$ cat config.mk
export PLATFORM = sky130hd
export DESIGN_NAME = aspc_top
export DESIGN_NICKNAME = d
export VERILOG_FILES = /design/src/hdl/aspc_pkg.sv /design/src/hdl/aspc_top.sv /design/src/hdl/aspc_seq_mem.sv
export SDC_FILE = /design/constraint.sdc
export NUM_CORES = 1
export LEC_CHECK = 0
export BUFFER_PORTS_ARGS = -buffer_cell sky130_fd_sc_hd__buf_2
export CAP_MARGIN = 10
export CORE_MARGIN = 8
export CORE_UTILIZATION = 45
export DETAILED_ROUTE_END_ITERATION = 6
export GPL_TIMING_DRIVEN = 0
export HOLD_SLACK_MARGIN = 0.1
export PLACE_DENSITY_LB_ADDON = 0.08
export SKIP_LAST_GASP = 1
export SLEW_MARGIN = 30
export SYNTH_ARGS = -nofsm -noshare
export SYNTH_HDL_FRONTEND = slang
export SYNTH_HIERARCHICAL = 1
export SYNTH_SLANG_ARGS = --single-unit
$ cat constraint.sdc
create_clock -name sys_clk -period 2.2 [get_ports sys_clk]
set_input_delay 0.22 -clock sys_clk [delete_from_list [all_inputs] [get_ports sys_clk]]
set_output_delay 0.22 -clock sys_clk [all_outputs]
set_load 0.01 [all_outputs]
$ cat src/hdl/aspc_pkg.sv
package aspc_pkg;
  // Serial word layout
  localparam int WORD_W = 16;
  localparam int SCAN_HI = 14;
  localparam int SCAN_LO = 11;
  localparam int CHSEL_HI = 10;
  localparam int CHSEL_LO = 7;
  localparam int PM_HI = 3;
  localparam int PM_LO = 2;
  localparam int SOFTWARE_CONVERT_BIT_BIT = 1;
  localparam int SPM_HI = 1;
  localparam int SPM_LO = 0;
  localparam int SETUP_HI = 15;
  localparam int SETUP_LO = 11;
  localparam logic [4:0] CFG_SETUP = 5'h10;
  localparam logic MODE_SEL = 1'h0;

  // Scan codes
  localparam logic [3:0] SCAN_STD_EXT = 4'h4;
  localparam logic [3:0] SCAN_SEQ = 4'h9;
  localparam logic [3:0] SCAN_RST = 4'h1;

  // Power codes
  localparam logic [1:0] PM_NORMAL = 2'h0;
  localparam logic [1:0] PM_SHDN = 2'h1;
  localparam logic [1:0] PM_STBY = 2'h2;
  localparam logic [1:0] SPM_ON = 2'h0;
  localparam logic [1:0] SPM_FULL = 2'h1;
  localparam logic [1:0] SPM_PART = 2'h2;

  // Sequence list
  localparam int SEQ_DEPTH = 256;
  localparam int SEQ_AW = 8;
  localparam int CH_W = 4;

  // Wake delay
  localparam int WAKE_CYC = 2;
  localparam logic [1:0] WAKE_CNT = 2'(WAKE_CYC);

  typedef enum logic [1:0] {
    ASPC_ON = 2'b00,
    ASPC_DOWN = 2'b01,
    ASPC_WAKE = 2'b11
  } aspc_pwr_e;

  typedef struct packed {
    logic bias_on;
    logic core_on;
    logic conv_valid;
  } aspc_pwr_s;
endpackage

$ cat src/hdl/aspc_top.sv
`timescale 1ns/1ps
`default_nettype none
module aspc_top import aspc_pkg::*; (
  // Clock and reset
  input wire logic sys_clk,
  input wire logic rst,
  // Host pins
  input wire logic cs_n,
  input wire logic sclk,
  input wire logic din,
  input wire logic convert_start_pin,
  // Sequence list loading
  input wire logic seq_wr_en,
  input wire logic [SEQ_AW-1:0] seq_wr_addr,
  input wire logic [CH_W-1:0] seq_wr_chan,
  input wire logic [SEQ_AW-1:0] seq_len_m1,
  // Converter core
  input wire logic conv_step,
  input wire logic conv_all_done,
  // Status
  output logic [3:0] scan_mode,
  output logic [CH_W-1:0] channel_select_field,
  output logic [CH_W-1:0] active_channel,
  output logic [15:0] analog_input_sel,
  output logic ext_clock_mode,
  output logic averaging_en,
  output logic [1:0] static_power_mode_bits,
  output logic auto_power_mode_hi,
  output logic auto_power_mode_lo,
  output logic bias_on,
  output logic core_on,
  output logic conv_valid,
  output logic conv_request
);
  ////////////////////////////////////////////////////////////////////////////
  // Pin synchronisers
  logic [1:0] cs_sync, sclk_sync, din_sync, cnv_sync;
  logic cs_q, sclk_q, cnv_q;

  always_ff @(posedge sys_clk) begin
    if (rst) begin
      cs_sync <= 2'h3;
      sclk_sync <= 2'h0;
      din_sync <= 2'h0;
      cnv_sync <= 2'h3;
      cs_q <= 1'h1;
      sclk_q <= 1'h0;
      cnv_q <= 1'h1;
    end else begin
      cs_sync <= {cs_sync[0], cs_n};
      sclk_sync <= {sclk_sync[0], sclk};
      din_sync <= {din_sync[0], din};
      cnv_sync <= {cnv_sync[0], convert_start_pin};
      cs_q <= cs_sync[1];
      sclk_q <= sclk_sync[1];
      cnv_q <= cnv_sync[1];
    end
  end

  wire cs_fall = cs_q & ~cs_sync[1];
  wire cs_rise = ~cs_q & cs_sync[1];
  wire sclk_rise = ~sclk_q & sclk_sync[1];
  wire cnv_fall = cnv_q & ~cnv_sync[1];

  ////////////////////////////////////////////////////////////////////////////
  // Serial word capture
  logic [WORD_W-1:0] shreg;
  logic [4:0] bit_cnt;

  always_ff @(posedge sys_clk) begin
    if (rst) begin
      shreg <= '0;
      bit_cnt <= 5'h0;
    end else if (cs_fall) begin
      bit_cnt <= 5'h0;
    end else if (!cs_sync[1] && sclk_rise) begin
      shreg <= {shreg[WORD_W-2:0], din_sync[1]};
      if (bit_cnt != 5'(WORD_W)) begin
        bit_cnt <= bit_cnt + 5'h1;
      end
    end
  end

  wire word_done = cs_rise && (bit_cnt == 5'(WORD_W));
  wire is_mode_wr = word_done && (shreg[SETUP_HI] == MODE_SEL);
  wire is_cfg_wr = word_done
    && (shreg[SETUP_HI:SETUP_LO] == CFG_SETUP);
  wire [3:0] wr_scan = shreg[SCAN_HI:SCAN_LO];
  wire scan_reserved = wr_scan > SCAN_SEQ;
  wire mode_take = is_mode_wr && !scan_reserved;
  wire sw_convert = is_mode_wr && !scan_reserved
    && shreg[SOFTWARE_CONVERT_BIT_BIT];

  ////////////////////////////////////////////////////////////////////////////
  // Control registers, kept across auto power down
  logic [1:0] pm_field;

  always_ff @(posedge sys_clk) begin
    if (rst) begin
      scan_mode <= SCAN_RST;
      channel_select_field <= '0;
      pm_field <= PM_NORMAL;
      static_power_mode_bits <= SPM_ON;
    end else begin
      if (mode_take) begin
        scan_mode <= wr_scan;
        channel_select_field <= shreg[CHSEL_HI:CHSEL_LO];
        pm_field <= shreg[PM_HI:PM_LO];
      end
      if (is_cfg_wr) begin
        static_power_mode_bits <= shreg[SPM_HI:SPM_LO];
      end
    end
  end

  wire seq_mode = scan_mode == SCAN_SEQ;
  // Odd scan codes up to 7 are internal clock; 4,6,8,9 external
  wire ext_mode = seq_mode || (scan_mode == SCAN_STD_EXT)
    || (scan_mode[3] && !scan_mode[0])
    || (!scan_mode[3] && scan_mode[2] && !scan_mode[0]);

  ////////////////////////////////////////////////////////////////////////////
  // Long-sequence channel list
  logic [SEQ_AW-1:0] seq_ptr;
  logic [CH_W-1:0] seq_chan;

  aspc_seq_mem u_mem (
    .sys_clk(sys_clk),
    .wr_en(seq_wr_en),
    .wr_addr(seq_wr_addr),
    .wr_data(seq_wr_chan),
    .rd_addr(seq_ptr),
    .rd_data(seq_chan)
  );

  always_ff @(posedge sys_clk) begin
    if (rst || mode_take || !seq_mode) begin
      seq_ptr <= '0;
    end else if (conv_step) begin
      seq_ptr <= (seq_ptr == seq_len_m1) ? '0 : seq_ptr + 8'h1;
    end
  end

  wire [CH_W-1:0] next_active = seq_mode ? seq_chan
    : channel_select_field;

  ////////////////////////////////////////////////////////////////////////////
  // Channel decode
  logic [15:0] next_ain;
  genvar gi;
  generate
    for (gi = 0; gi < 16; gi++) begin : g_dec
      assign next_ain[gi] = next_active == CH_W'(gi);
    end
  endgenerate

  ////////////////////////////////////////////////////////////////////////////
  // Power state
  aspc_pwr_e pstate, next_pstate;
  logic [1:0] wake_cnt;
  logic armed;

  wire auto_pm = (pm_field == PM_SHDN) || (pm_field == PM_STBY);
  wire ext_sleep = ext_mode && auto_pm && armed && cs_rise;
  wire int_sleep = !ext_mode && auto_pm && conv_all_done;
  wire ext_wake = ext_mode && cs_fall;
  wire int_wake = !ext_mode && (cnv_fall || sw_convert);
  wire static_down = static_power_mode_bits != SPM_ON;

  always_comb begin
    next_pstate = pstate;
    case (pstate)
      ASPC_ON:
        if (ext_sleep || int_sleep) next_pstate = ASPC_DOWN;
      ASPC_DOWN:
        if (!auto_pm) next_pstate = ASPC_ON;
        else if (ext_wake || int_wake) next_pstate = ASPC_WAKE;
      ASPC_WAKE:
        if (wake_cnt == WAKE_CNT) next_pstate = ASPC_ON;
      default: next_pstate = ASPC_ON;
    endcase
  end

  always_ff @(posedge sys_clk) begin
    if (rst) begin
      pstate <= ASPC_ON;
      wake_cnt <= 2'h0;
      armed <= 1'h0;
    end else begin
      pstate <= next_pstate;
      wake_cnt <= (pstate == ASPC_WAKE) ? wake_cnt + 2'h1 : 2'h1;
      // Sleep at the frame after the one that set auto mode
      if (!auto_pm) armed <= 1'h0;
      else if (cs_fall) armed <= 1'h1;
    end
  end

  aspc_pwr_s next_pwr;
  always_comb begin
    next_pwr.core_on = !static_down && (pstate != ASPC_DOWN);
    next_pwr.bias_on = (static_power_mode_bits == SPM_PART)
      || (!static_down && (pstate != ASPC_DOWN
      || pm_field == PM_STBY));
    next_pwr.conv_valid = next_pwr.core_on && pstate == ASPC_ON;
    if (static_power_mode_bits == SPM_FULL) begin
      next_pwr.bias_on = 1'h0;
    end
  end

  ////////////////////////////////////////////////////////////////////////////
  // Registered outputs
  always_ff @(posedge sys_clk) begin
    if (rst) begin
      active_channel <= '0;
      analog_input_sel <= 16'h0001;
      ext_clock_mode <= 1'h0;
      averaging_en <= 1'h0;
      auto_power_mode_hi <= 1'h0;
      auto_power_mode_lo <= 1'h0;
      bias_on <= 1'h1;
      core_on <= 1'h1;
      conv_valid <= 1'h1;
      conv_request <= 1'h0;
    end else begin
      active_channel <= next_active;
      analog_input_sel <= next_ain;
      ext_clock_mode <= ext_mode;
      averaging_en <= !ext_mode;
      auto_power_mode_hi <= pm_field[1];
      auto_power_mode_lo <= pm_field[0];
      bias_on <= next_pwr.bias_on;
      core_on <= next_pwr.core_on;
      conv_valid <= next_pwr.conv_valid;
      conv_request <= !ext_mode && (cnv_fall || sw_convert);
    end
  end
endmodule
`default_nettype wire

$ cat src/hdl/aspc_seq_mem.sv
`timescale 1ns/1ps
`default_nettype none
module aspc_seq_mem import aspc_pkg::*; (
  // Clock
  input wire logic sys_clk,
  // Write side
  input wire logic wr_en,
  input wire logic [SEQ_AW-1:0] wr_addr,
  input wire logic [CH_W-1:0] wr_data,
  // Read side
  input wire logic [SEQ_AW-1:0] rd_addr,
  output logic [CH_W-1:0] rd_data
);
  logic [CH_W-1:0] mem [SEQ_DEPTH];

  always_ff @(posedge sys_clk) begin
    if (wr_en) begin
      mem[wr_addr] <= wr_data;
    end
    rd_data <= mem[rd_addr];
  end
endmodule
`default_nettype wire

# Word level (Yosys, flattened, before mapping)
# Memory sizes are Yosys's and may differ from the RTL's. A register that Yosys moved wholly into a read port is not among the register bits.
# Index checks and enable logic that the tools add are counted.
# totals
wordCells	134
regBits	85
n_memories	1
out_inout_bits	38
mem_bits_rw	1024
input_bits	29
# classes
eq_ne	32
mux	11
addsub	3
n_bitwise	12
n_reduce_logical	46
order_cmp	1
# mem_list
name	depth	width	read_ports	rd_ports_with_merged_regs	write_ports	line	source
u_mem.mem	256	4	1	1	1	aspc_seq_mem.sv:14	logic [CH_W-1:0] mem [SEQ_DEPTH];
# op_table
cell	n
equality test 4 bit (second input constant)	9
equality test 4 x 3 -> 1 bit (second input constant)	5
logical AND 1 bit	19
logical OR 1 bit	11
equality test 5 bit (second input constant)	2
adder 8 x 1 -> 8 bit (second input constant)	1
equality test 2 bit (second input constant)	4
equality test 4 x 2 -> 1 bit (second input constant)	2
equality test 8 bit	1
2-to-1 mux 2 bit	4
2-to-1 mux 8 bit	1
NOT 1 bit	8
zero test 1 bit	7
equality test 2 x 1 -> 1 bit (second input constant)	3
case mux 2 bit (3 select lines)	1
OR reduction 2 bit	3
adder 5 x 1 -> 5 bit (second input constant)	1
inequality test 5 bit (second input constant)	1
bitwise AND 1 bit	4
equality test 4 x 1 -> 1 bit (second input constant)	1
> comparator 4 bit (second input constant)	1
zero test 4 bit	1
2-to-1 mux 1 bit	4
2-to-1 mux 4 bit	1
other kinds (8)	10

# Logic depth before layout (Yosys ltp)
# logic_depth
ltp_word	12
depth_mapped	11
depth_no_buf	6

# Modules after synthesis
# The synthesis kept the hierarchy.
# modules_own_cells
module	instances	area_each_um2	cells_per_inst	seq_area_each_um2
aspc_seq_mem	1	40675.3	2051	30829.6
aspc_top	1	3151.8	323	1701.6

# Worst setup path before layout
# OpenSTA, ideal clock, no wires.
# synth_timing
path_type	reg-to-reg
start	register seq_ptr[0]
end	register u_mem.rd_data[2] (read register of u_mem.mem)
path_stages_with_launch	11
period_less_slack_ns	2.379
arrival_time_ns	2.248
required_ns	2.070
setup_slack_ns	-0.179
setup_ns	0.130
path_buffers	5
path_cell_list	dfxtp_1 > buf_6 > buf_6 > buf_6 > buf_4 > buf_4 > mux4_2 > a22oi_1 > nand3_1 > nand4_1 > o211ai_1
# synth_rtl
item	line	source
start, declared	aspc_top.sv:124	logic [SEQ_AW-1:0] seq_ptr;
start signal, assigned	aspc_top.sv:140	seq_ptr <= (seq_ptr == seq_len_m1) ? '0 : seq_ptr + 8'h1;
end, declared	aspc_seq_mem.sv:12	output logic [CH_W-1:0] rd_data

==> reports/metrics.cfg <==
[floorplanning]
start_util=0.454
die_x_um=328
rows=114
dieArea_um2=108000
die_h_um=328
core_area_um2=96600
pin_count=67

[hold_path]
hp-class=input port to flip-flop

[clocking]
tritoncts=yes
cts_buffers=116
cts-htree-levels=3
clk_latency_ns=0.70
cts.sinks=1113
root_buffer=clkbuf_16
cts_buffer_depth=3
clkSlewWorstSetupHoldPaths_ns=0.06

[worst_setup_path]
cp.arrival_ns=3.45
reg2reg_depth=7
endpoint=u_mem/rd_data[1]$_DFF_P_
cp_data_required_time_ns=2.74
end_kind=flip-flop
crit_fanout=10
r2r-end=u_mem/rd_data[1]$_DFF_P_
startpoint=seq_ptr[2]$_SDFFE_PP0P_
r2r_start=seq_ptr[2]$_SDFFE_PP0P_
regToRegSetupSlack_ns=-0.71
worstSetupPathType=flip-flop to flip-flop
worstSetupStartpointType=flip-flop

[global_route]
overflow=0
antenna_found_initial=6
grt_pass1_vias=24406
grt_usage=0.236
grt_pass1_wl_um=181000
grt_max_degree=109

[final_layout]
postLayoutCoreUtil=0.541
drive_above_1_share=0.283
area_growth_pct=19.2
nets=2685
layout_commonest_cell=edfxtp_1
layout_common_cells=edfxtp_1 (1,024), nor2_1 (313), mux4_2 (250), clkbuf_16 (121), nand2_1 (96)

[sta]
hold_viol=0
drv_slew=0
slew_headroom=0.389
setup_slack_ns=-0.707
worstMarginPinSlew_ns=0.914
period_share=1.32
final-setup-viol-count=12
finalCriticalPeriod_ns=2.91
rsz0062_at_grt=yes
finalClockSkew_ns=0.0181
max_freq_ghz=0.344

[logic_synthesis]
ys.flop_type=edfxtp_1
synth_enable_flop_cells=1024
syn_area_um2=43800
ys_seq_area_frac=0.742
ys_seq_elements=1113
synth.avg_cell_area_um2=18.5
synthArstFlopShare=0
syn_nets=2408
syn_inst=2374
yosys_warnings=6
synthDistinctLibCells=57

[power]
power.leakage_nw=16.1
powerDensity_nw_per_um2=837
ir_drop_v=0.000702
power.total_mw=43.7

[drt]
drt_wl_total_um=128000
vias=24186
drt_iter0_markers=2681
drtPass1Iterations=6
ant_nets=0
wl_per_cell_um=31.9
drcViolationCount=0
vias_per_cell=6.00

[placed_design]
hpwl_um=88100
place_ws_ns=-2.22
place.gp.congestion=0.868
portBuffers=59

[flow_run]
drv_cap=0

[status]
failed_checks=negative setup slack
status=finished with violations

==> synth_stat cells (2+ instances only) <==
library cell | instances | area, µm²
o22ai_1 | 10 | 62.6
o41ai_1 | 2 | 17.5
or3b_2 | 2 | 17.5
nand2b_1 | 17 | 106
mux4_2 | 250 | 5630
xnor2_1 | 13 | 114
nor4_1 | 5 | 31.3
or2_2 | 9 | 56.3
or3_1 | 2 | 12.5
o21ai_0 | 18 | 90.1
a21oi_1 | 32 | 160
a31oi_1 | 7 | 43.8
buf_4 | 11 | 82.6
o211ai_1 | 13 | 97.6
a21boi_0 | 2 | 15.0
o21bai_1 | 2 | 15.0
buf_2 | 23 | 115
nor2b_1 | 34 | 213
mux2i_1 | 84 | 841
a2bb2oi_1 | 2 | 17.5
edfxtp_1 | 1024 | 30700
nor2_1 | 317 | 1190
and2_1 | 4 | 25.0
mux2_2 | 8 | 90.1
ha_1 | 5 | 62.6
dfxtp_1 | 89 | 1780
a22oi_1 | 32 | 240
nand4_1 | 20 | 125
xor2_1 | 6 | 52.6
nor3_1 | 21 | 105
a2111oi_0 | 8 | 70.1
nand2_1 | 98 | 368
and4_1 | 2 | 17.5
inv_1 | 7 | 26.3
buf_1 | 10 | 37.5
a221oi_1 | 8 | 70.1
nand3_1 | 46 | 230
buf_6 | 22 | 248
a211oi_1 | 8 | 60.1
o221ai_1 | 8 | 70.1
clkbuf_1 | 77 | 289
==> routing by layer <==
layer,GRT usage,share of wire
met1,0.329,0.41
met2,0.379,0.48
met3,0.0437,0.078
met4,0.0731,0.035
met5,0,0.000086
==> worst min path at each step <==
stage	start	end	slack, ns	cells after the start
floorplan	seq_wr_chan[0]	u_mem/mem[0][0]$_DFFE_PP_	0.32	0
global placement	cnv_sync[0]$_SDFF_PP1_	cnv_sync[1]$_SDFF_PP1_	0.40	1
detailed placement	cnv_sync[0]$_SDFF_PP1_	cnv_sync[1]$_SDFF_PP1_	0.39	1
CTS	seq_len_m1[0]	seq_ptr[6]$_SDFFE_PP0P_	0.15	5
global route	seq_len_m1[0]	seq_ptr[6]$_SDFFE_PP0P_	0.22	5
finish	seq_len_m1[1]	seq_ptr[6]$_SDFFE_PP0P_	0.21	5
==> registers in the layout (all words and copies together), names as in the netlist, 2 cells and up <==
register	cells
active_channel	4
analog_input_sel	16
bit_cnt	5
channel_select_field	4
cnv_sync	2
cs_sync	2
din_sync	2
pm_field	2
pstate	2
scan_mode	4
sclk_sync	2
seq_ptr	8
shreg	16
static_power_mode_bits	2
u_mem/mem	1024
u_mem/rd_data	4
wake_cnt	2
==> critical path, stage by stage, from the launching register on <==
cell and delay (ns):
dfxtp_2 0.40, clkbuf_4 0.30, clkbuf_2 0.38, nor2_1 0.63, a22oi_1 0.23, nand3_1 0.18, nand4_1 0.24, o211ai_1 0.35
==> cell families after synthesis <==
logic type / after synthesis / synth area share
DFF: 1113 / 0.742
and+or+nand+nor: 588 / 0.0599
muxes: 342 / 0.150
AOI/OAI and AO/OA: 155 / 0.0245
buffers and inverters: 152 / 0.0184
xor gates and xnor gates: 19 / 0.00380
adders and majority gates: 5 / 0.00143
==> where the power goes <==
part	total [mW]	switching [mW]	leakage [nW]	internal [mW]
clock	19.8	8.13	1.94	11.7
combinational	0.746	0.578	4.20	0.168
sequential	23.1	0.0145	9.93	23.1
total	43.7	8.72	16.1	35.0
==> what timing repair did <==
action | CTS | global route
hold buffers | 19 | 0
pin swaps | 23 | 11
setup buffers | 41 | 15
gates cloned | 2 | 0
endpoints found under the hold margin | 372 | 0
resized for setup | 236 | 29
setup endpoints to repair | 30 | 116
==> area by class of cell <==
type                       instances  area, µm²
buffer                           144       1460
clock buffer                     153       3270
antenna                            4       10.0
multi-input combinational       1109      11000
inverter                           8       35.0
clock inverter                    63        619
timing repair buffer             159       1690
sequential                      1113      32500
fill                            7525      44300
tap                             1276       1600
==> metrics by stage <==
step	setup TNS (ns)	cell area [µm²]	hold WS, ns	std cells
after CTS	-3.01	52000	0.154	4010
final	-2.87	52200	0.207	4029
after detailed placement	-338.33	46500	0.394	3732
after global routing	-3.14	52200	0.223	4025
after floorplan	-0.00390	43900	0.319	2374
after global placement	-2752.24	45800	0.400	3709
Power figures use the tool's default switching activity.
